$ cat src/logic/cdt_pkg.sv
// Shared constants and types of the operand decoder and transfer engine.
// Assumes a single 200 MHz clock and an Avalon-MM register slave.
package cdt_pkg;
	// Bus, pin and divider widths
	localparam int CDT_AW     = 8;
	localparam int CDT_DW     = 32;
	localparam int CDT_PORT_W = 8;
	localparam int CDT_DIV_W  = 3;

	// Register byte offsets
	localparam logic [7:0] CDT_OFF_CMD  = 8'h00;
	localparam logic [7:0] CDT_OFF_STAT = 8'h04;
	localparam logic [7:0] CDT_OFF_PSW  = 8'h08;
	localparam logic [7:0] CDT_OFF_PCC  = 8'h0C;
	localparam logic [7:0] CDT_OFF_PC   = 8'h10;
	localparam logic [7:0] CDT_OFF_RLO  = 8'h14;
	localparam logic [7:0] CDT_OFF_RHI  = 8'h18;
	localparam logic [7:0] CDT_OFF_ADDR = 8'h1C;
	localparam logic [7:0] CDT_OFF_PORT = 8'h20;
	localparam logic [7:0] CDT_OFF_SAVE = 8'h24;

	// Command word field positions
	localparam int CDT_CMD_OP  = 0;
	localparam int CDT_CMD_R   = 4;
	localparam int CDT_CMD_RP  = 8;
	localparam int CDT_CMD_IMM = 16;

	// Status bit positions
	localparam int CDT_ST_BUSY = 0;
	localparam int CDT_ST_EOP  = 1;
	localparam int CDT_ST_EAD  = 2;
	localparam int CDT_ST_PROG = 3;

	// Program status word layout
	localparam int CDT_PSW_CY   = 0;
	localparam int CDT_PSW_NMI_IN_PROGRESS_FLAG = 1;
	localparam int CDT_PSW_AC   = 4;
	localparam int CDT_PSW_Z    = 6;
	localparam int CDT_PSW_IE   = 7;
	localparam logic [7:0] CDT_PSW_MASK = 8'hD3;

	// General register numbers and the word accumulator pair
	localparam logic [2:0] CDT_R_X = 3'h0;
	localparam logic [2:0] CDT_R_A = 3'h1;
	localparam logic [1:0] CDT_RP_AX = 2'h0;

	// Short direct addressing window
	localparam logic [15:0] CDT_SADDR_LO = 16'hFE20;
	localparam logic [15:0] CDT_SADDR_HI = 16'hFF1F;

	// Instruction lengths in CPU clocks
	localparam logic [3:0] CDT_CLK4 = 4'h4;
	localparam logic [3:0] CDT_CLK6 = 4'h6;
	localparam logic [3:0] CDT_CLK8 = 4'h8;

	// Values after reset
	localparam logic [7:0]  CDT_REG_RST  = 8'h00;
	localparam logic [7:0]  CDT_PSW_RST  = 8'h00;
	localparam logic [1:0]  CDT_PCC_RST  = 2'h0;
	localparam logic [15:0] CDT_PC_RST   = 16'h0000;
	localparam logic [7:0]  CDT_PORT_RST = 8'h00;
	localparam logic [7:0]  CDT_DIR_RST  = 8'h00;
	localparam logic [7:0]  CDT_SAVE_RST = 8'h00;

	// Operation codes of the command register
	typedef enum logic [3:0] {
		CDT_OP_MOV_R_IMM   = 4'h0,
		CDT_OP_MOV_A_R     = 4'h1,
		CDT_OP_MOV_R_A     = 4'h2,
		CDT_OP_MOV_PSW_IMM = 4'h3,
		CDT_OP_MOV_A_PSW   = 4'h4,
		CDT_OP_MOV_PSW_A   = 4'h5,
		CDT_OP_XCH_A_R     = 4'h6,
		CDT_OP_MOVW_RP_IMM = 4'h7,
		CDT_OP_MOVW_AX_RP  = 4'h8,
		CDT_OP_MOVW_RP_AX  = 4'h9,
		CDT_OP_XCHW        = 4'hA,
		CDT_OP_BR_REL      = 4'hB,
		CDT_OP_PSW_BIT     = 4'hC,
		CDT_OP_PSW_RESTORE = 4'hD,
		CDT_OP_ADDR_SADDR  = 4'hE,
		CDT_OP_ADDR_ABS    = 4'hF
	} cdt_op_t;

	// Sequencer states, Gray along idle, execute, commit
	typedef enum logic [1:0] {
		CDT_IDLE = 2'b00,
		CDT_EXEC = 2'b01,
		CDT_DONE = 2'b11
	} cdt_state_t;
endpackage

$ cat src/logic/cdt_rf_if.sv
// Carrier between the engine and its general register bank.
// Assumes both ends share one clock.
`timescale 1ns/1ps
interface cdt_rf_if;
	logic [7:0]      we;
	logic [7:0][7:0] wd;
	logic [7:0][7:0] q;
	modport core (output we, output wd, input q);
	modport bank (input we, input wd, output q);
endinterface

$ cat src/logic/cdt_regbank.sv
// Eight byte registers X, A, C, B, E, D, L, H, indexed 0 to 7.
// Assumes the engine presents a whole next image with per-byte enables.
`timescale 1ns/1ps
module cdt_regbank (
	// Clock and reset
	input  wire logic clk,
	input  wire logic rst,
	// Register access
	cdt_rf_if.bank    rf
);
	import cdt_pkg::*;

	// One flip-flop byte per register number
	for (genvar i = 0; i < 8; i++)
	begin : g_reg
		always_ff @(posedge clk or posedge rst)
		begin
			if (rst)
				rf.q[i] <= CDT_REG_RST;
			else if (rf.we[i])
				rf.q[i] <= rf.wd[i];
		end
	end
endmodule

$ cat src/logic/cdt_core.sv
// Operand decoder and data transfer engine with an Avalon-MM slave.
// Assumes one 200 MHz clock; the strap pin is asynchronous.
// What this block does
// - Programming mode returns non-link pins to reset
// - Register field selects X A C B E D L H
// - Pair field selects AX, BC, DE, HL
// - Short direct only FE20H-FF1FH, words even
// - Absolute address full space, even for words
// - Immediates are 16, 8 and 3 bits wide
// - Branch adds signed 8-bit displacement to PC
// - Byte accumulator is implicit byte operand
// - Word accumulator pair is implicit word operand
// - Each pair reachable as high and low byte
// - Status word holds Z, AC, CY, IE, NMI_IN_PROGRESS_FLAG
// - Unmarked flags kept, forced or computed otherwise
// - Restored flags reload from the saved value
// - Accumulator moves refuse accumulator as register
// - Instruction clock is one divided CPU clock
`timescale 1ns/1ps
module cdt_core (
	// Clock and reset
	input  wire logic                          clk,
	input  wire logic                          rst,
	// Avalon-MM slave
	input  wire logic [cdt_pkg::CDT_AW-1:0]    avs_address,
	input  wire logic                          avs_read,
	input  wire logic                          avs_write,
	input  wire logic [cdt_pkg::CDT_DW-1:0]    avs_writedata,
	input  wire logic [3:0]                    avs_byteenable,
	output logic      [cdt_pkg::CDT_DW-1:0]    avs_readdata,
	output logic                               avs_waitrequest,
	// Programming mode strap, asynchronous
	input  wire logic                          prog_mode_pin,
	// General port pins
	output logic      [cdt_pkg::CDT_PORT_W-1:0] port_out,
	output logic      [cdt_pkg::CDT_PORT_W-1:0] port_oe_n
);
	import cdt_pkg::*;

	logic                 prog_s1_q;
	logic                 prog_s2_q;
	logic [CDT_DIV_W-1:0] div_q;
	logic [CDT_DIV_W-1:0] div_mask;
	logic                 cpu_en;
	logic [1:0]           pcc_q;
	logic                 rd_pend_q;
	logic [31:0]          readdata_q;
	logic [31:0]          rd_d;
	logic [31:0]          bemask;
	logic [31:0]          wmix;
	logic                 wr_acc;
	logic                 cmd_hit;
	logic                 busy;
	logic                 commit;
	cdt_state_t           state_q;
	logic [3:0]           cnt_q;
	logic [31:0]          cmd_q;
	cdt_op_t              op_c;
	logic [2:0]           r_c;
	logic [1:0]           rp_c;
	logic [15:0]          imm_c;
	logic [2:0]           hi_c;
	logic [2:0]           lo_c;
	logic [7:0]           psw_q;
	logic [7:0]           save_q;
	logic [15:0]          pc_q;
	logic [15:0]          addr_q;
	logic [7:0]           port_q;
	logic [7:0]           dir_q;
	logic                 err_op_q;
	logic                 err_ad_q;
	logic [7:0][7:0]      nx;
	logic                 reg_ld;
	logic [7:0]           psw_n;
	logic                 psw_ld;
	logic [15:0]          pc_n;
	logic                 pc_ld;
	logic                 addr_ld;
	logic                 bad_op;
	logic                 bad_ad;
	cdt_rf_if             rf ();

	// Length of each operation in CPU clocks
	function automatic logic [3:0] cdt_clocks(cdt_op_t op, logic w);
		case (op)
			CDT_OP_MOV_A_R,
			CDT_OP_MOV_R_A,
			CDT_OP_MOV_A_PSW,
			CDT_OP_MOV_PSW_A,
			CDT_OP_MOVW_AX_RP,
			CDT_OP_MOVW_RP_AX:
				return CDT_CLK4;
			CDT_OP_XCHW,
			CDT_OP_ADDR_ABS:
				return CDT_CLK8;
			CDT_OP_ADDR_SADDR:
				return w ? CDT_CLK6 : CDT_CLK4;
			default:
				return CDT_CLK6;
		endcase
	endfunction

	// Two-flop synchroniser for the strap; only stage two is read
	always_ff @(posedge clk or posedge rst)
	begin
		if (rst)
		begin
			prog_s1_q <= 1'b0;
			prog_s2_q <= 1'b0;
		end
		else
		begin
			prog_s1_q <= prog_mode_pin;
			prog_s2_q <= prog_s1_q;
		end
	end

	// CPU clock enable: one pulse every 2^pcc system clocks
	assign div_mask = CDT_DIV_W'((4'h1 << pcc_q) - 4'h1);
	assign cpu_en   = (div_q & div_mask) == '0;

	always_ff @(posedge clk or posedge rst)
	begin
		if (rst)
			div_q <= '0;
		else
			div_q <= div_q + 1'b1;
	end

	// Bus handshake: reads wait one cycle so data come from a flop
	assign busy            = state_q != CDT_IDLE;
	assign cmd_hit         = avs_address == CDT_OFF_CMD;
	assign avs_waitrequest = (avs_read & ~rd_pend_q)
	                       | (avs_write & cmd_hit & busy);
	assign wr_acc          = avs_write & ~avs_waitrequest;
	assign avs_readdata    = readdata_q;
	assign bemask = {{8{avs_byteenable[3]}}, {8{avs_byteenable[2]}},
	                 {8{avs_byteenable[1]}}, {8{avs_byteenable[0]}}};
	assign wmix   = avs_writedata & bemask;

	// Read data selection; unmapped offsets read zero
	always_comb
	begin
		rd_d = 32'h0000_0000;
		case (avs_address)
			CDT_OFF_CMD:  rd_d = cmd_q;
			CDT_OFF_STAT: rd_d = {28'h0, prog_s2_q, err_ad_q,
			                      err_op_q, busy};
			CDT_OFF_PSW:  rd_d = {24'h0, psw_q};
			CDT_OFF_PCC:  rd_d = {30'h0, pcc_q};
			CDT_OFF_PC:   rd_d = {16'h0, pc_q};
			CDT_OFF_RLO:  rd_d = rf.q[3:0];
			CDT_OFF_RHI:  rd_d = rf.q[7:4];
			CDT_OFF_ADDR: rd_d = {16'h0, addr_q};
			CDT_OFF_PORT: rd_d = {16'h0, dir_q, port_q};
			CDT_OFF_SAVE: rd_d = {24'h0, save_q};
			default:      rd_d = 32'h0000_0000;
		endcase
	end

	always_ff @(posedge clk or posedge rst)
	begin
		if (rst)
		begin
			rd_pend_q  <= 1'b0;
			readdata_q <= 32'h0000_0000;
		end
		else
		begin
			rd_pend_q <= avs_read & ~rd_pend_q;
			if (avs_read & ~rd_pend_q)
				readdata_q <= rd_d;
		end
	end

	// Clock divide select written by software
	always_ff @(posedge clk or posedge rst)
	begin
		if (rst)
			pcc_q <= CDT_PCC_RST;
		else if (wr_acc && avs_address == CDT_OFF_PCC)
			pcc_q <= (pcc_q & ~bemask[1:0]) | wmix[1:0];
	end

	// Saved status image used by restore
	always_ff @(posedge clk or posedge rst)
	begin
		if (rst)
			save_q <= CDT_SAVE_RST;
		else if (wr_acc && avs_address == CDT_OFF_SAVE)
			save_q <= (save_q & ~bemask[7:0]) | wmix[7:0];
	end

	// Port pins fall back to their reset state in programming mode
	always_ff @(posedge clk or posedge rst)
	begin
		if (rst)
		begin
			port_q <= CDT_PORT_RST;
			dir_q  <= CDT_DIR_RST;
		end
		else if (prog_s2_q)
		begin
			port_q <= CDT_PORT_RST;
			dir_q  <= CDT_DIR_RST;
		end
		else if (wr_acc && avs_address == CDT_OFF_PORT)
		begin
			port_q <= (port_q & ~bemask[7:0]) | wmix[7:0];
			dir_q  <= (dir_q & ~bemask[15:8]) | wmix[15:8];
		end
	end

	assign port_out  = port_q;
	assign port_oe_n = ~dir_q;

	// Command latch; waitrequest keeps it stable while busy
	always_ff @(posedge clk or posedge rst)
	begin
		if (rst)
			cmd_q <= 32'h0000_0000;
		else if (wr_acc && cmd_hit)
			cmd_q <= (cmd_q & ~bemask) | wmix;
	end

	// Sequencer counts the instruction in CPU clock enables
	always_ff @(posedge clk or posedge rst)
	begin
		if (rst)
		begin
			state_q <= CDT_IDLE;
			cnt_q   <= 4'h0;
		end
		else
		begin
			unique case (state_q)
				CDT_IDLE:
					if (wr_acc && cmd_hit)
					begin
						state_q <= CDT_EXEC;
						cnt_q   <= cdt_clocks(cdt_op_t'(
						           avs_writedata[CDT_CMD_OP +: 4]),
						           avs_writedata[CDT_CMD_R]);
					end
				CDT_EXEC:
					if (cpu_en)
					begin
						cnt_q <= cnt_q - 4'h1;
						if (cnt_q == 4'h1)
							state_q <= CDT_DONE;
					end
				CDT_DONE:
					state_q <= CDT_IDLE;
				default:
					state_q <= CDT_IDLE;
			endcase
		end
	end

	// Operand fields of the latched command
	assign commit = state_q == CDT_DONE;
	assign op_c   = cdt_op_t'(cmd_q[CDT_CMD_OP +: 4]);
	assign r_c    = cmd_q[CDT_CMD_R +: 3];
	assign rp_c   = cmd_q[CDT_CMD_RP +: 2];
	assign imm_c  = cmd_q[CDT_CMD_IMM +: 16];
	assign hi_c   = {rp_c, 1'b1};
	assign lo_c   = {rp_c, 1'b0};

	// Effect of each operation; refused register operands change nothing, refused addresses still load
	always_comb
	begin
		nx      = rf.q;
		reg_ld  = 1'b0;
		psw_n   = psw_q;
		psw_ld  = 1'b0;
		pc_n    = pc_q + {{8{imm_c[7]}}, imm_c[7:0]};
		pc_ld   = 1'b0;
		addr_ld = 1'b0;
		bad_op  = 1'b0;
		bad_ad  = 1'b0;
		unique case (op_c)
			CDT_OP_MOV_R_IMM:
			begin
				nx[r_c] = imm_c[7:0];
				reg_ld  = 1'b1;
			end
			CDT_OP_MOV_A_R:
				if (r_c == CDT_R_A)
					bad_op = 1'b1;
				else
				begin
					nx[CDT_R_A] = rf.q[r_c];
					reg_ld      = 1'b1;
				end
			CDT_OP_MOV_R_A:
				if (r_c == CDT_R_A)
					bad_op = 1'b1;
				else
				begin
					nx[r_c] = rf.q[CDT_R_A];
					reg_ld  = 1'b1;
				end
			CDT_OP_XCH_A_R:
				if (r_c == CDT_R_A || r_c == CDT_R_X)
					bad_op = 1'b1;
				else
				begin
					nx[CDT_R_A] = rf.q[r_c];
					nx[r_c]     = rf.q[CDT_R_A];
					reg_ld      = 1'b1;
				end
			CDT_OP_MOVW_RP_IMM:
			begin
				nx[hi_c] = imm_c[15:8];
				nx[lo_c] = imm_c[7:0];
				reg_ld   = 1'b1;
			end
			CDT_OP_MOVW_AX_RP:
				if (rp_c == CDT_RP_AX)
					bad_op = 1'b1;
				else
				begin
					nx[CDT_R_A] = rf.q[hi_c];
					nx[CDT_R_X] = rf.q[lo_c];
					reg_ld      = 1'b1;
				end
			CDT_OP_MOVW_RP_AX:
				if (rp_c == CDT_RP_AX)
					bad_op = 1'b1;
				else
				begin
					nx[hi_c] = rf.q[CDT_R_A];
					nx[lo_c] = rf.q[CDT_R_X];
					reg_ld   = 1'b1;
				end
			CDT_OP_XCHW:
				if (rp_c == CDT_RP_AX)
					bad_op = 1'b1;
				else
				begin
					nx[CDT_R_A] = rf.q[hi_c];
					nx[CDT_R_X] = rf.q[lo_c];
					nx[hi_c]    = rf.q[CDT_R_A];
					nx[lo_c]    = rf.q[CDT_R_X];
					reg_ld      = 1'b1;
				end
			CDT_OP_MOV_PSW_IMM:
			begin
				psw_n  = imm_c[7:0] & CDT_PSW_MASK;
				psw_ld = 1'b1;
			end
			CDT_OP_MOV_A_PSW:
			begin
				nx[CDT_R_A] = psw_q;
				reg_ld      = 1'b1;
			end
			CDT_OP_MOV_PSW_A:
			begin
				psw_n  = rf.q[CDT_R_A] & CDT_PSW_MASK;
				psw_ld = 1'b1;
			end
			CDT_OP_PSW_BIT:
			begin
				psw_n[imm_c[2:0]] = imm_c[3];
				psw_n  = psw_n & CDT_PSW_MASK;
				psw_ld = 1'b1;
			end
			CDT_OP_PSW_RESTORE:
			begin
				psw_n  = save_q & CDT_PSW_MASK;
				psw_ld = 1'b1;
			end
			CDT_OP_BR_REL:
				pc_ld = 1'b1;
			CDT_OP_ADDR_SADDR:
			begin
				addr_ld = 1'b1;
				bad_ad  = imm_c < CDT_SADDR_LO
				        || imm_c > CDT_SADDR_HI
				        || (r_c[0] && imm_c[0]);
			end
			CDT_OP_ADDR_ABS:
			begin
				addr_ld = 1'b1;
				bad_ad  = r_c[0] && imm_c[0];
			end
		endcase
	end

	// Register bank is written as a whole image at commit
	assign rf.we = {8{commit & reg_ld}};
	assign rf.wd = nx;

	cdt_regbank u_bank (
		.clk (clk),
		.rst (rst),
		.rf  (rf)
	);

	// Status word: only the PSW load, bit and restore operations move it
	always_ff @(posedge clk or posedge rst)
	begin
		if (rst)
			psw_q <= CDT_PSW_RST;
		else if (commit && psw_ld)
			psw_q <= psw_n;
	end

	// Program counter; a committing branch wins over a bus write
	always_ff @(posedge clk or posedge rst)
	begin
		if (rst)
			pc_q <= CDT_PC_RST;
		else if (commit && pc_ld)
			pc_q <= pc_n;
		else if (wr_acc && avs_address == CDT_OFF_PC)
			pc_q <= (pc_q & ~bemask[15:0]) | wmix[15:0];
	end

	// Last checked operand address, kept even when refused
	always_ff @(posedge clk or posedge rst)
	begin
		if (rst)
			addr_q <= 16'h0000;
		else if (commit && addr_ld)
			addr_q <= imm_c;
	end

	// Sticky error flags, write one to clear; a new event wins
	always_ff @(posedge clk or posedge rst)
	begin
		if (rst)
		begin
			err_op_q <= 1'b0;
			err_ad_q <= 1'b0;
		end
		else
		begin
			if (commit && bad_op)
				err_op_q <= 1'b1;
			else if (wr_acc && avs_address == CDT_OFF_STAT
			         && wmix[CDT_ST_EOP])
				err_op_q <= 1'b0;
			if (commit && bad_ad)
				err_ad_q <= 1'b1;
			else if (wr_acc && avs_address == CDT_OFF_STAT
			         && wmix[CDT_ST_EAD])
				err_ad_q <= 1'b0;
		end
	end
endmodule

$ cat config.mk
export PLATFORM = sky130hd
export DESIGN_NAME = cdt_core
export DESIGN_NICKNAME = d
export VERILOG_FILES = /design/src/logic/cdt_pkg.sv /design/src/logic/cdt_rf_if.sv /design/src/logic/cdt_regbank.sv /design/src/logic/cdt_core.sv
export SDC_FILE = /design/constraint.sdc
export NUM_CORES = 1
export LEC_CHECK = 0
export ABC_AREA = 1
export BUFFER_PORTS_ARGS = -buffer_cell sky130_fd_sc_hd__buf_2
export CAP_MARGIN = 20
export CORE_MARGIN = 4
export CORE_UTILIZATION = 40
export CTS_BUF_LIST = sky130_fd_sc_hd__clkbuf_2
export DETAILED_ROUTE_END_ITERATION = 7
export SLEW_MARGIN = 40
export SYNTH_ARGS = -nofsm -noshare
export SYNTH_HDL_FRONTEND = slang
export SYNTH_HIERARCHICAL = 1
export SYNTH_SLANG_ARGS = --single-unit
$ cat constraint.sdc
create_clock -name clk -period 5.6 [get_ports clk]
set_clock_uncertainty 0.05 [all_clocks]
set_input_delay 0.84 -clock clk [delete_from_list [all_inputs] [get_ports clk]]
set_output_delay 0.84 -clock clk [all_outputs]
set_load 0.05 [all_outputs]
; Word level (Yosys, flattened, before mapping)
; Cells that the tools add are included.
[classes]
n_addsub = 4
eq_ne = 46
shifts = 1
reduce_logical = 50
order_cmp = 10
mux = 66
bitwise = 28
[op_table]
columns = operator, count
row1 = bitwise mux 64 bit, 9
row2 = one-hot mux 32 bit (10 select lines), 1
row3 = one-hot mux 48 bit (6 select lines), 1
row4 = 2-to-1 mux 64 bit, 4
row5 = 2-to-1 mux 8 bit, 11
row6 = one-hot mux 8 bit (9 select lines), 1
row7 = bitwise AND 32 bit, 2
row8 = one-hot mux 8 bit (7 select lines), 1
row9 = equality test 4 bit (second input constant), 13
row10 = 2-to-1 mux 16 bit, 3
row11 = binary-select mux 8 bit (select 2 bit), 2
row12 = demux 8 bit (select 2 bit), 2
row13 = equality test 8 x 5 -> 1 bit (second input constant), 4
row14 = NOT 32 bit, 1
row15 = OR 32 bit, 1
row16 = one-hot mux 8 bit (4 select lines), 1
row17 = bitwise AND 8 bit, 3
row18 = binary-select mux 8 bit (select 3 bit), 1
row19 = demux 8 bit (select 3 bit), 1
row20 = equality test 4 x 3 -> 1 bit (second input constant), 6
row21 = NOT 8 bit, 3
row22 = OR 8 bit, 3
row23 = logical AND 1 bit, 18
row24 = inequality test 2 bit (second input constant), 9
row25 = 57 further kinds, 104
[word_totals]
ff_bits = 208
output_inout_bits = 49
word_cells = 230
input_bits = 49

; Longest topological paths before layout
; Gate-level depths: netlist of run 1.
[depth]
ltp_word = 10
depth_mapped = 13
ltp_nobuf = 13

; Modules after synthesis
; The synthesis of run 1 kept the hierarchy.
[modules_own_cells]
columns = module, n_inst, area_each_um2, seq_area_each_um2, cells_per_inst
row1 = cdt_core, 1, 12622.1, 3528.4, 2055
row2 = cdt_regbank, 1, 2446.1, 1601.5, 273

; Worst setup path after synthesis of run 1
; No wires, ideal clock.
[synth_path]
kind = input port to output port
start = input avs_read
end = output avs_waitrequest
path_slack_ns = 2.551
required_time_ns = 4.710
arrival_ns = 2.159
path_stages = 6
n_path_buf = 3
path_cell_list = inv_1 or2_2 clkbuf_1 clkbuf_1 clkbuf_1 nand2_1
[synth_via]
elab_chain_cells = 2
[synth_rtl]
columns = item, line_no
row1 = "start, declared", cdt_core.sv:26  ; input wire logic avs_read,
row2 = bitwise AND 1 bit, cdt_core.sv:133  ; assign avs_waitrequest = (avs_read & ~rd_pend_q)
row3 = OR 1 bit, cdt_core.sv:134  ; | (avs_write & cmd_hit & busy);
row4 = "end, declared", cdt_core.sv:31  ; output logic avs_waitrequest,
; Every way passes these cells.

; Final worst setup path of run 1
[layout_path]
start = register rd_pend_q
end = output avs_waitrequest
[layout_via]
elab_chain_cells = 3
[layout_rtl]
columns = item, line_no
row1 = "start, declared", cdt_core.sv:46  ; logic rd_pend_q;
row2 = "start signal, assigned", cdt_core.sv:170  ; rd_pend_q <= avs_read & ~rd_pend_q;
row3 = NOT 1 bit, cdt_core.sv:133
row4 = bitwise AND 1 bit, cdt_core.sv:133
row5 = OR 1 bit, cdt_core.sv:134
; Every way passes these cells.

==> impl_metrics.prom, run 1 <==
# TYPE chip_impl_metric gauge
chip_impl_info{name="run_status",value="finished, final reports clean"} 1
chip_impl_metric{name="syn-mean-instance-area",unit="um^2"} 6.473
chip_impl_metric{name="grt_pass1_vias",unit=""} 16172
chip_impl_metric{name="timing.max_cap.violations",unit=""} 0
chip_impl_metric{name="setup_slack",unit="ps"} 2254
chip_impl_metric{name="insertion_delay",unit="ps"} 1040
chip_impl_metric{name="layout-area-overhead-vs-synth",unit="%"} 10.03
chip_impl_info{name="tightest_hold_check_type",value="primary input to flop"} 1
chip_impl_info{name="unrepaired_setup_endpoints_after_global_routing",value="false"} 1
chip_impl_metric{name="synth_xor_area_frac",unit=""} 0.002906
chip_impl_metric{name="synth.mux.area_fraction",unit=""} 0
chip_impl_metric{name="switching_share",unit=""} 0.3409
chip_impl_metric{name="cpPeakStageDelay",unit="ps"} 380
chip_impl_info{name="master_of_the_slowest_instance_on_the_critical_path",value="sky130_fd_sc_hd__dfrtp_1"} 1
chip_impl_metric{name="path_max_fanout",unit=""} 51
chip_impl_metric{name="synth-adder-area-share",unit=""} 0.01628
chip_impl_metric{name="synth.ff_latch_count",unit=""} 205
chip_impl_metric{name="die_height",unit="um"} 202.1
chip_impl_metric{name="drive_gt1_frac",unit=""} 0.1113
chip_impl_metric{name="maxClockFrequency",unit="MHz"} 298.9
chip_impl_metric{name="p_switching",unit="mW"} 1.037
chip_impl_metric{name="final_max_tran_viols",unit=""} 0
chip_impl_metric{name="route.antenna.remaining_nets",unit=""} 0
chip_impl_metric{name="netlist_instances",unit=""} 2328
chip_impl_metric{name="power.share.combinational",unit=""} 0.140
chip_impl_info{name="worstSetupStartpointType",value="flop"} 1
chip_impl_metric{name="async_s_r_ff_share_synth",unit=""} 1.000
chip_impl_metric{name="mappedNetlistArea",unit="um^2"} 15070
chip_impl_metric{name="drt_iter0_markers",unit=""} 2117
chip_impl_metric{name="timing.critical_path.buf_inv",unit=""} 2
chip_impl_metric{name="grt_start_max_net_pins",unit=""} 98
chip_impl_metric{name="yosys_warnings",unit=""} 6
chip_impl_metric{name="cts_buffers",unit=""} 59
chip_impl_metric{name="pwr_density_cell",unit="nW/um^2"} 183.6
chip_impl_metric{name="layout_min_cycle_time",unit="ps"} 3346
chip_impl_metric{name="grt_pass1_wl",unit="um"} 99570
chip_impl_metric{name="seq_area_frac_synth",unit=""} 0.3404
chip_impl_info{name="synth_ff_type",value="sky130_fd_sc_hd__dfrtp_1"} 1
chip_impl_metric{name="via_per_inst",unit=""} 5.774
chip_impl_metric{name="routability_congestion",unit=""} 1.022
chip_impl_metric{name="h_tree_levels",unit=""} 2
chip_impl_metric{name="net_count_reported_at_finish",unit=""} 2492
chip_impl_metric{name="placement.io_buffers",unit=""} 97
chip_impl_metric{name="routed-via-count",unit=""} 17125
chip_impl_metric{name="fin_crit_sh",unit=""} 0.5975
chip_impl_metric{name="ctsResizeCount",unit=""} 0
chip_impl_info{name="crit_family",value="buffers and inverters"} 1
chip_impl_metric{name="routed_wl",unit="um"} 66290
chip_impl_metric{name="synthesized_net_count",unit=""} 2396
chip_impl_metric{name="io-pin-count",unit=""} 98
chip_impl_metric{name="worst_pin_slew",unit="ps"} 946.4
chip_impl_metric{name="count_of_unresolved_drc_violations_after_routing",unit=""} 0
chip_impl_metric{name="post_drt_wl_per_cell",unit="um"} 22.35
chip_impl_metric{name="die_x",unit="um"} 202.1
chip_impl_metric{name="dr_wl_met3",unit="um"} 6823
chip_impl_metric{name="maxSlewHeadroom",unit=""} 0.3668
chip_impl_info{name="synth_top_family_by_area",value="simple AND/OR/NAND/NOR gates"} 1
chip_impl_info{name="path_class",value="flop to primary output"} 1
chip_impl_metric{name="final_hold_viol_count",unit=""} 0
chip_impl_metric{name="floorplan.initialDensity",unit=""} 0.4087
chip_impl_metric{name="ir_drop",unit="mV"} 0.1608
chip_impl_metric{name="antenna_found_initial",unit=""} 1
chip_impl_metric{name="post_synth_and_or_nand_nor_area_fraction",unit=""} 0.3141
chip_impl_info{name="highest-signal-layer",value="met4"} 1
chip_impl_metric{name="drt_first_pass_iters",unit=""} 6
chip_impl_metric{name="core_area",unit="um^2"} 36870
chip_impl_metric{name="detail_route.wirelength.met1",unit="um"} 28230
chip_impl_metric{name="setup_viol",unit=""} 0
chip_impl_info{name="cp-end-kind",value="primary output"} 1
chip_impl_metric{name="final_sum_of_negative_setup_slack",unit="ps"} 0
chip_impl_metric{name="cts_sinks",unit=""} 205
chip_impl_info{name="path_cells",value="or2_2 > buf_4 > nand2_1 > buf_2"} 1
chip_impl_metric{name="crit_required",unit="ps"} 4710
chip_impl_info{name="critPathLaunch",value="rd_pend_q"} 1
chip_impl_metric{name="route.met2.wl",unit="um"} 27750
chip_impl_metric{name="placementRows",unit=""} 70
chip_impl_metric{name="synth_compound_gate_area_share",unit=""} 0.2275
chip_impl_metric{name="power.sequential.fraction",unit=""} 0.507
chip_impl_metric{name="post-place-ws",unit="ps"} 2293
chip_impl_metric{name="power_frac_clock",unit=""} 0.353
chip_impl_metric{name="globalRoute.totalOverflow",unit=""} 0
chip_impl_metric{name="synth_enable_flop_cells",unit=""} 0
chip_impl_metric{name="clock_slew_at_reported_path_ffs",unit="ps"} 90
chip_impl_info{name="ctsRootBufferMaster",value="sky130_fd_sc_hd__clkbuf_2"} 1
chip_impl_metric{name="grt_total_usage",unit=""} 0.3137
chip_impl_metric{name="clk_path_buf_depth",unit=""} 3
chip_impl_metric{name="internal-power",unit="mW"} 2.006
chip_impl_info{name="cts_tree",value="done"} 1
chip_impl_info{name="hp-start",value="avs_writedata[5]"} 1
chip_impl_metric{name="cp.arrival",unit="ps"} 2460
chip_impl_metric{name="post-dp-hpwl",unit="um"} 48640
chip_impl_metric{name="p_leak",unit="nW"} 7.990
chip_impl_metric{name="synthDistinctLibCells",unit=""} 49
chip_impl_metric{name="die_area",unit="um^2"} 40840
worst paths after layout:
check	end	slack, ps	cells after the start
hold / removal	flop	130	3
setup / recovery	avs_waitrequest	2250	4
hold reg to reg	prog_s2_q	300	0
setup reg to reg	flop	2420	10
max in group asynchronous	async pin	3760	4
min in group asynchronous	avs_readdata[24]	410	3
timing repair:
item	CTS	global route
setup buffers	0	0
endpoints found under the hold margin	166	0
hold buffers	27	0
worst register-to-register path, cell delays in order, from the launching register on:
cell and delay (ps):
sky130_fd_sc_hd__dfrtp_1 770, sky130_fd_sc_hd__clkinv_1 710, sky130_fd_sc_hd__fa_1 670, sky130_fd_sc_hd__inv_1 100, sky130_fd_sc_hd__nand2_1 60, sky130_fd_sc_hd__nand3_1 230
sky130_fd_sc_hd__nand3_1 140, sky130_fd_sc_hd__nand3_1 100, sky130_fd_sc_hd__nand3_1 110, sky130_fd_sc_hd__nand2_1 90, sky130_fd_sc_hd__nand2_1 50
area by class of cell:
cell class	count	area, um^2
sequential	205	5130
clock buffer	79	395.4
tap	504	630.6
antenna	1	2.502
clock inverter	19	81.33
multi-input combinational	1771	8491
inverter	245	927.1
fill	3945	20290
timing repair buffer	142	922.1
cells in the final DEF (no fill, tap or decap), types with 9 or more instances in the layout:
master	count
sky130_fd_sc_hd__a211oi_1	32
sky130_fd_sc_hd__a21oi_1	165
sky130_fd_sc_hd__a31oi_1	16
sky130_fd_sc_hd__buf_2	97
sky130_fd_sc_hd__buf_4	14
sky130_fd_sc_hd__clkbuf_2	79
sky130_fd_sc_hd__clkinv_1	24
sky130_fd_sc_hd__dfrtp_1	205
sky130_fd_sc_hd__dlygate4sd3_1	27
sky130_fd_sc_hd__ha_1	18
sky130_fd_sc_hd__inv_1	216
sky130_fd_sc_hd__inv_2	21
sky130_fd_sc_hd__nand2_1	752
sky130_fd_sc_hd__nand3_1	139
sky130_fd_sc_hd__nand4_1	27
sky130_fd_sc_hd__nor2_1	176
sky130_fd_sc_hd__nor2_2	9
sky130_fd_sc_hd__nor3_1	11
sky130_fd_sc_hd__o211ai_1	20
sky130_fd_sc_hd__o21ai_0	253
sky130_fd_sc_hd__o21ai_1	15
sky130_fd_sc_hd__o22ai_1	53
sky130_fd_sc_hd__o31ai_1	11
power groups by stage:
stage	Clock [mW]	Combinational, mW	Sequential [mW]
6_report	1.08	0.425	1.54
5_1_grt	1.19	0.465	1.55
4_1_cts	1.11	0.416	1.54
3_5_place_dp	0	0.399	1.57
3_3_place_gp	0	0.395	1.57
2_1_floorplan	0	0.273	1.55
Yosys cell counts, types with 8 or more instances:
library cell / n / area share
sky130_fd_sc_hd__a211oi_1: 32 / 0.016
sky130_fd_sc_hd__clkinv_1: 8 / 0.0020
sky130_fd_sc_hd__nor3_1: 12 / 0.0040
sky130_fd_sc_hd__o21ai_2: 8 / 0.0047
sky130_fd_sc_hd__o21ai_1: 15 / 0.0050
sky130_fd_sc_hd__a31oi_1: 16 / 0.0066
sky130_fd_sc_hd__nand3_1: 140 / 0.046
sky130_fd_sc_hd__o211ai_1: 20 / 0.010
sky130_fd_sc_hd__o31ai_1: 11 / 0.0055
sky130_fd_sc_hd__inv_2: 17 / 0.0042
sky130_fd_sc_hd__dfrtp_1: 205 / 0.34
sky130_fd_sc_hd__ha_1: 18 / 0.015
sky130_fd_sc_hd__o21ai_0: 253 / 0.084
sky130_fd_sc_hd__nand2_1: 753 / 0.19
sky130_fd_sc_hd__buf_6: 13 / 0.0097
sky130_fd_sc_hd__nor2_1: 180 / 0.045
sky130_fd_sc_hd__o22ai_1: 53 / 0.022
sky130_fd_sc_hd__nand4_1: 27 / 0.011
sky130_fd_sc_hd__a21oi_1: 165 / 0.055
sky130_fd_sc_hd__inv_1: 220 / 0.055
sky130_fd_sc_hd__clkbuf_1: 50 / 0.012
sky130_fd_sc_hd__buf_2: 34 / 0.011
metal layers:
| layer | up-vias | track usage |
|---|---|---|
| met1 | 7900 | 0.4466 |
| met5 | - | 0 |
| li1 | 7951 | - |
| met4 | 0 | 0.1496 |
| met2 | 1070 | 0.4631 |
| met3 | 204 | 0.05407 |
metrics by stage:
| step | power, mW | hold WS (ps) | cell area, um^2 | std cells | util |
|---|---|---|---|---|---|
| 6_report | 3.043 | 129.1 | 16580 | 2966 | 0.4496 |
| 5_1_grt | 3.197 | 66.98 | 16580 | 2966 | 0.4496 |
| 4_1_cts | 3.070 | 39.28 | 16550 | 2964 | 0.4489 |
| 3_5_place_dp | 1.968 | 302.4 | 15810 | 2839 | 0.4286 |
| 3_3_place_gp | 1.964 | 284.6 | 15760 | 2837 | 0.4274 |
| 2_1_floorplan | 1.825 | 281.2 | 15070 | 2328 | - |
logic make-up after synthesis:
kind of cell	count (synthesis)
simple gates	1147
flops	205
compound gates	600
buf+inv	352
xor+xnor	5
fa+ha+maj	19
Note: power is estimated with default switching activity, not from simulation.
==> inputs of run 2 (changes only) <==
==> constraint.sdc (replaced) <==
create_clock -name clk -period 3.3 [get_ports clk]
set_clock_uncertainty 0.05 [all_clocks]
set_input_delay 0.495 -clock clk [delete_from_list [all_inputs] [get_ports clk]]
set_output_delay 0.495 -clock clk [all_outputs]
set_load 0.05 [all_outputs]
==> impl_metrics.prom, run 2 (synthesis results as in run 1) <==
# TYPE chip_impl_metric gauge
chip_impl_metric{name="clock_slew_at_reported_path_ffs",unit="ps"} 110
chip_impl_metric{name="via_per_inst",unit=""} 5.761
chip_impl_metric{name="clk_path_buf_depth",unit=""} 3
chip_impl_metric{name="grt_pass1_wl",unit="um"} 102100
chip_impl_metric{name="drive_gt1_frac",unit=""} 0.1193
chip_impl_metric{name="post-place-ws",unit="ps"} 774.3
chip_impl_info{name="final_cell_mix",value="sky130_fd_sc_hd__nand2_1 (753), sky130_fd_sc_hd__o21ai_0 (253), sky130_fd_sc_hd__inv_1 (218)"} 1
chip_impl_metric{name="insertion_delay",unit="ps"} 1040
chip_impl_metric{name="placement.io_buffers",unit=""} 97
chip_impl_metric{name="ctsResizeCount",unit=""} 0
chip_impl_metric{name="ir_drop",unit="mV"} 0.2206
chip_impl_metric{name="final_util",unit=""} 0.4706
chip_impl_metric{name="post-dp-hpwl",unit="um"} 50310
chip_impl_metric{name="setup_viol",unit=""} 0
chip_impl_metric{name="routed_wl",unit="um"} 68830
chip_impl_metric{name="core_area",unit="um^2"} 36870
chip_impl_metric{name="final_sum_of_negative_setup_slack",unit="ps"} 0
chip_impl_metric{name="post-cts-setup-buffer-count",unit=""} 0
chip_impl_metric{name="maxSlewHeadroom",unit=""} 0.4401
chip_impl_info{name="cp-end-kind",value="flop"} 1
chip_impl_metric{name="cts_buffers",unit=""} 58
chip_impl_metric{name="cts_sinks",unit=""} 205
chip_impl_metric{name="pwr_density_cell",unit="nW/um^2"} 303.1
chip_impl_info{name="run_status",value="finished, final reports clean"} 1
chip_impl_metric{name="cts-hold-fix-buffers",unit=""} 78
chip_impl_metric{name="maxClockFrequency",unit="MHz"} 338.0
chip_impl_metric{name="io-pin-count",unit=""} 98
chip_impl_metric{name="post_drt_wl_per_cell",unit="um"} 22.53
chip_impl_info{name="critPathLaunch",value="rd_pend_q"} 1
chip_impl_metric{name="die_x",unit="um"} 202.1
chip_impl_info{name="tightest_hold_check_type",value="primary input to flop"} 1
chip_impl_metric{name="cell_total_after_placement",unit=""} 2871
chip_impl_metric{name="setup_slack",unit="ps"} 341.0
chip_impl_info{name="worstSetupStartpointType",value="flop"} 1
chip_impl_metric{name="route.antenna.remaining_nets",unit=""} 0
chip_impl_info{name="unrepaired_setup_endpoints_after_global_routing",value="false"} 1
chip_impl_metric{name="net_count_reported_at_finish",unit=""} 2573
chip_impl_metric{name="fin_crit_sh",unit=""} 0.8967
chip_impl_metric{name="grt_total_usage",unit=""} 0.3253
chip_impl_metric{name="antenna_found_initial",unit=""} 2
chip_impl_metric{name="worst_pin_slew",unit="ps"} 835.9
chip_impl_metric{name="path_max_fanout",unit=""} 16
chip_impl_metric{name="routability_congestion",unit=""} 1.023
chip_impl_info{name="ctsRootBufferMaster",value="sky130_fd_sc_hd__clkbuf_2"} 1
chip_impl_info{name="commonest_non_fill_non_tap_cell_in_the_layout",value="sky130_fd_sc_hd__nand2_1"} 1
chip_impl_info{name="hp-start",value="avs_read"} 1
chip_impl_metric{name="die_height",unit="um"} 202.1
chip_impl_metric{name="grt_start_max_net_pins",unit=""} 49
chip_impl_metric{name="final_max_tran_viols",unit=""} 0
chip_impl_metric{name="timing.max_cap.violations",unit=""} 0
chip_impl_metric{name="routed-via-count",unit=""} 17599
chip_impl_metric{name="fillerInstances",unit=""} 3890
chip_impl_metric{name="placementRows",unit=""} 70
chip_impl_info{name="r2r-start",value="rd_pend_q"} 1
chip_impl_metric{name="globalRoute.totalOverflow",unit=""} 0
chip_impl_metric{name="layout_min_cycle_time",unit="ps"} 2959
chip_impl_info{name="path_class",value="flop to flop"} 1
chip_impl_metric{name="layout-area-overhead-vs-synth",unit="%"} 15.17
chip_impl_metric{name="crit_required",unit="ps"} 4190
chip_impl_metric{name="cp.arrival",unit="ps"} 3850
chip_impl_metric{name="h_tree_levels",unit=""} 2
chip_impl_metric{name="final_hold_viol_count",unit=""} 0
chip_impl_metric{name="drt_first_pass_iters",unit=""} 6
chip_impl_metric{name="instances_no_fill",unit=""} 3055
chip_impl_metric{name="floorplan.initialDensity",unit=""} 0.4087
chip_impl_metric{name="drt_iter0_markers",unit=""} 2244
chip_impl_metric{name="count_of_unresolved_drc_violations_after_routing",unit=""} 0
chip_impl_metric{name="die_area",unit="um^2"} 40840
chip_impl_metric{name="p_leak",unit="nW"} 8.305
chip_impl_info{name="cts_tree",value="done"} 1
chip_impl_metric{name="grt_pass1_vias",unit=""} 16413
-- run 2: cell types whose count changed in the layout (fill, tap and decap cells not counted), sizes merged --
cell and delta:
inv -1, dlygate4sd3 +51, clkinvlp +2, diode +2
clkbuf +4, buf +31
-- run 2: cell type report --
cell class | instances | area, um^2 | share of cell area
multi-input combinational | 1771 | 8466 | 0.4878
clock inverter | 20 | 85.08 | 0.004903
inverter | 245 | 923.4 | 0.05321
tap | 504 | 630.6 | 0.03634
timing repair buffer | 224 | 1697 | 0.09777
antenna | 3 | 7.507 | 0.0004326
sequential | 205 | 5130 | 0.2956
clock buffer | 83 | 415.4 | 0.02394
-- run 2: metal layers --
metal,vias up,track usage,wire [um]
li1,8127,-,-
met1,8250,0.4533,29120
met2,1012,0.4975,29630
met3,210,0.05391,6585
met4,0,0.1479,3490
met5,-,0,0
-- run 2: worst max-delay path, cell delays in order (launching register included) --
cell and delay (ps):
sky130_fd_sc_hd__dfrtp_1 340, sky130_fd_sc_hd__or2_2 420, sky130_fd_sc_hd__nand4_4 340, sky130_fd_sc_hd__nor2_1 180, sky130_fd_sc_hd__buf_4 220, sky130_fd_sc_hd__nand2_1 70, sky130_fd_sc_hd__dlygate4sd3_1 570, sky130_fd_sc_hd__o21ai_0 90
sky130_fd_sc_hd__dlygate4sd3_1 570
-- run 2: power by group --
group          switching, mW  total, mW  internal, mW
Combinational          0.542      0.784         0.242
Clock                   1.19       1.87         0.681
Sequential            0.0551       2.61          2.55
-- run 2: stage by stage --
step / power, mW / cell area, um^2 / hold slack (ps)
2_1_floorplan: 3.098 / 15070 / 281.2
3_3_place_gp: 3.362 / 16040 / 285.6
3_5_place_dp: 3.370 / 16060 / 285.8
4_1_cts: 5.307 / 17340 / 22.45
5_1_grt: 5.513 / 17350 / 92.65
6_report: 5.261 / 17350 / 138.6
-- run 2: worst paths after layout --
| kind | end | slack, ps | cells past startpoint |
|---|---|---|---|
| max | flop | 340 | 8 |
| min | avs_readdata[1] | 140 | 5 |
| max reg2reg | flop | 340 | 8 |
| min reg2reg | prog_s2_q | 310 | 0 |
| max in group asynchronous | async pin | 1740 | 6 |
| min in group asynchronous | u_bank/rf.q[30] | 150 | 3 |
==> inputs of run 3 (changes only) <==
--- a/config.mk
+++ b/config.mk
@@ -12,6 +12,7 @@
 export CORE_UTILIZATION = 40
 export CTS_BUF_LIST = sky130_fd_sc_hd__clkbuf_2
 export DETAILED_ROUTE_END_ITERATION = 7
+export PLACE_DENSITY = 0.62
 export SLEW_MARGIN = 40
 export SYNTH_ARGS = -nofsm -noshare
 export SYNTH_HDL_FRONTEND = slang
==> impl_metrics.prom, run 3 (synthesis results as in run 1) <==
# TYPE chip_impl_metric gauge
chip_impl_info{name="run_status",value="finished, final reports clean"} 1
chip_impl_metric{name="route.antenna.remaining_nets",unit=""} 0
chip_impl_metric{name="setup_viol",unit=""} 0
chip_impl_metric{name="crit_required",unit="ps"} 4220
chip_impl_metric{name="via_per_inst",unit=""} 5.808
chip_impl_metric{name="grt_total_usage",unit=""} 0.3204
chip_impl_metric{name="rr_worst_depth",unit=""} 12
chip_impl_metric{name="drt_iter0_markers",unit=""} 2164
chip_impl_metric{name="final_max_tran_viols",unit=""} 0
chip_impl_metric{name="p_leak",unit="nW"} 8.323
chip_impl_info{name="cts_tree",value="done"} 1
chip_impl_info{name="cp-end-kind",value="flop"} 1
chip_impl_metric{name="floorplan.initialDensity",unit=""} 0.4087
chip_impl_metric{name="cts_sinks",unit=""} 205
chip_impl_info{name="critical_path.most_common_cell",value="sky130_fd_sc_hd__dlygate4sd3_1"} 1
chip_impl_metric{name="routed_wl",unit="um"} 67940
chip_impl_info{name="ctsRootBufferMaster",value="sky130_fd_sc_hd__clkbuf_2"} 1
chip_impl_metric{name="insertion_delay",unit="ps"} 1050
chip_impl_metric{name="final_hold_viol_count",unit=""} 0
chip_impl_metric{name="post-dp-hpwl",unit="um"} 49130
chip_impl_metric{name="reg2reg_setup_slack",unit="ps"} 290
chip_impl_metric{name="grt_pass1_wl",unit="um"} 101400
chip_impl_metric{name="ir_drop",unit="mV"} 0.2511
chip_impl_metric{name="cts_buffers",unit=""} 59
chip_impl_info{name="worstSetupStartpointType",value="primary input"} 1
chip_impl_info{name="unrepaired_setup_endpoints_after_global_routing",value="false"} 1
chip_impl_metric{name="antenna_found_initial",unit=""} 2
chip_impl_metric{name="h_tree_levels",unit=""} 2
chip_impl_info{name="critPathLaunch",value="avs_address[2]"} 1
chip_impl_metric{name="count_of_unresolved_drc_violations_after_routing",unit=""} 0
chip_impl_metric{name="timing.critical_path.buf_inv",unit=""} 4
chip_impl_metric{name="fin_crit_sh",unit=""} 0.9290
chip_impl_metric{name="cp.arrival",unit="ps"} 3980
chip_impl_metric{name="pwr_density_cell",unit="nW/um^2"} 310.5
chip_impl_info{name="master_of_the_slowest_instance_on_the_critical_path",value="sky130_fd_sc_hd__dlygate4sd3_1"} 1
chip_impl_info{name="commonest_non_fill_non_tap_cell_in_the_layout",value="sky130_fd_sc_hd__nand2_1"} 1
chip_impl_metric{name="globalRoute.totalOverflow",unit=""} 0
chip_impl_metric{name="grt_start_max_net_pins",unit=""} 72
chip_impl_metric{name="drive_gt1_frac",unit=""} 0.1196
chip_impl_info{name="final_cell_mix",value="sky130_fd_sc_hd__nand2_1 (753), sky130_fd_sc_hd__o21ai_0 (253), sky130_fd_sc_hd__inv_1 (218)"} 1
chip_impl_metric{name="final_sum_of_negative_setup_slack",unit="ps"} 0
chip_impl_metric{name="routability_congestion",unit=""} 1.034
chip_impl_metric{name="grt_pass1_vias",unit=""} 16600
chip_impl_metric{name="fillerInstances",unit=""} 3912
chip_impl_info{name="path_cells",value="dlygate4sd3_1 > buf_2 > nor2_1 > nand2_2 > nor2_4 > nand4_4 > nor2_4 > nand2_1 > dlygate4sd3_1 > o21ai_0 > dlygate4sd3_1"} 1
chip_impl_metric{name="cell_total_after_placement",unit=""} 2866
chip_impl_metric{name="die_height",unit="um"} 202.1
chip_impl_metric{name="post_drt_wl_per_cell",unit="um"} 22.22
chip_impl_metric{name="timing.max_cap.violations",unit=""} 0
chip_impl_metric{name="io-pin-count",unit=""} 98
chip_impl_info{name="worst_r2r_end",value="u_bank/rf.q[8]"} 1
chip_impl_metric{name="maxSlewHeadroom",unit=""} 0.4638
chip_impl_info{name="tightest_hold_check_type",value="primary input to flop"} 1
chip_impl_metric{name="clk_path_buf_depth",unit=""} 3
chip_impl_metric{name="layout_min_cycle_time",unit="ps"} 3066
chip_impl_metric{name="placementRows",unit=""} 70
chip_impl_info{name="crit_family",value="buffers and inverters"} 1
chip_impl_metric{name="placement.io_buffers",unit=""} 97
chip_impl_metric{name="ff_latch_area",unit="um^2"} 5130
chip_impl_metric{name="instances_no_fill",unit=""} 3057
chip_impl_metric{name="net_count_reported_at_finish",unit=""} 2573
chip_impl_metric{name="core_area",unit="um^2"} 36870
chip_impl_metric{name="drt_first_pass_iters",unit=""} 6
chip_impl_info{name="path_class",value="primary input to flop"} 1
chip_impl_metric{name="cpPeakStageDelay",unit="ps"} 580
chip_impl_metric{name="multiInputGateArea",unit="um^2"} 8473
chip_impl_metric{name="worstHoldPathCells",unit=""} 6
chip_impl_metric{name="die_area",unit="um^2"} 40840
chip_impl_metric{name="clock_slew_at_reported_path_ffs",unit="ps"} 110
chip_impl_metric{name="timing.critical_path.depth",unit=""} 11
chip_impl_metric{name="path_max_fanout",unit=""} 16
chip_impl_metric{name="worst_pin_slew",unit="ps"} 799.9
chip_impl_metric{name="routed-via-count",unit=""} 17755
chip_impl_metric{name="maxClockFrequency",unit="MHz"} 326.2
chip_impl_metric{name="layout-area-overhead-vs-synth",unit="%"} 15.54
chip_impl_metric{name="die_x",unit="um"} 202.1
## run 3: per-layer routing
metal,share of wire,track usage,up-vias
li1,-,-,8112
met1,0.42,0.4451,8334
met2,0.43,0.4807,1086
met3,0.10,0.06450,221
met4,0.050,0.1499,2
met5,0.00019,0,-
## run 3: worst reg2reg max path, stage by stage, from the launching register on
cell and delay [ps]:
sky130_fd_sc_hd__dfrtp_1 660, sky130_fd_sc_hd__clkinv_1 460, sky130_fd_sc_hd__nor2_1 250, sky130_fd_sc_hd__nand2_1 480, sky130_fd_sc_hd__inv_1 450, sky130_fd_sc_hd__nand2_1 120
sky130_fd_sc_hd__o21ai_0 90, sky130_fd_sc_hd__nor2_1 80, sky130_fd_sc_hd__nand2_1 100, sky130_fd_sc_hd__nand2_1 50, sky130_fd_sc_hd__nand3_1 80, sky130_fd_sc_hd__nand2_1 50
sky130_fd_sc_hd__nand2_1 70
## run 3: metrics by stage
step	area (um^2)	power, mW	hold WS (ps)	setup WS [ps]	util
CTS	17370	5.416	28.39	30.76	0.4710
global route	17410	5.660	155.1	67.96	0.4721
finish	17410	5.405	144.9	234.2	0.4721
floorplan	15070	3.098	281.2	941.3	-
global placement	16010	3.352	288.3	354.0	0.4343
detailed placement	16020	3.358	287.2	418.7	0.4344
## run 3: power breakdown
| group | leakage [nW] | internal, mW | switching (mW) |
|---|---|---|---|
| combinational | 5.25 | 0.243 | 0.541 |
| clock | 0.407 | 0.756 | 1.26 |
| sequential | 2.66 | 2.55 | 0.0529 |
## run 3: worst min-delay path by stage
stage	startpoint	end	slack [ps]
after floorplan	prog_s1_q	prog_s2_q	280
after global placement	prog_s1_q	prog_s2_q	290
after detailed placement	prog_s1_q	prog_s2_q	290
after CTS	avs_address[1]	flop	30
after global routing	avs_address[1]	flop	160
final	avs_address[1]	flop	140
## run 3: repair_timing
item	in CTS	in global routing
setup buffers	0	0
resized for setup	0	1
hold buffers	80	1
hold endpoints to repair	178	9
endpoints found under the setup margin	0	4
## run 3: cell type report
class,instances,share of cell area
multi-input cells,1771,0.4867
flip-flops and latches,205,0.2947
repair buffers,223,0.09767
inverters,245,0.05304
well taps,504,0.03622
clock buffers,80,0.02300
clock inverters,27,0.008409
diodes,2,0.0002875
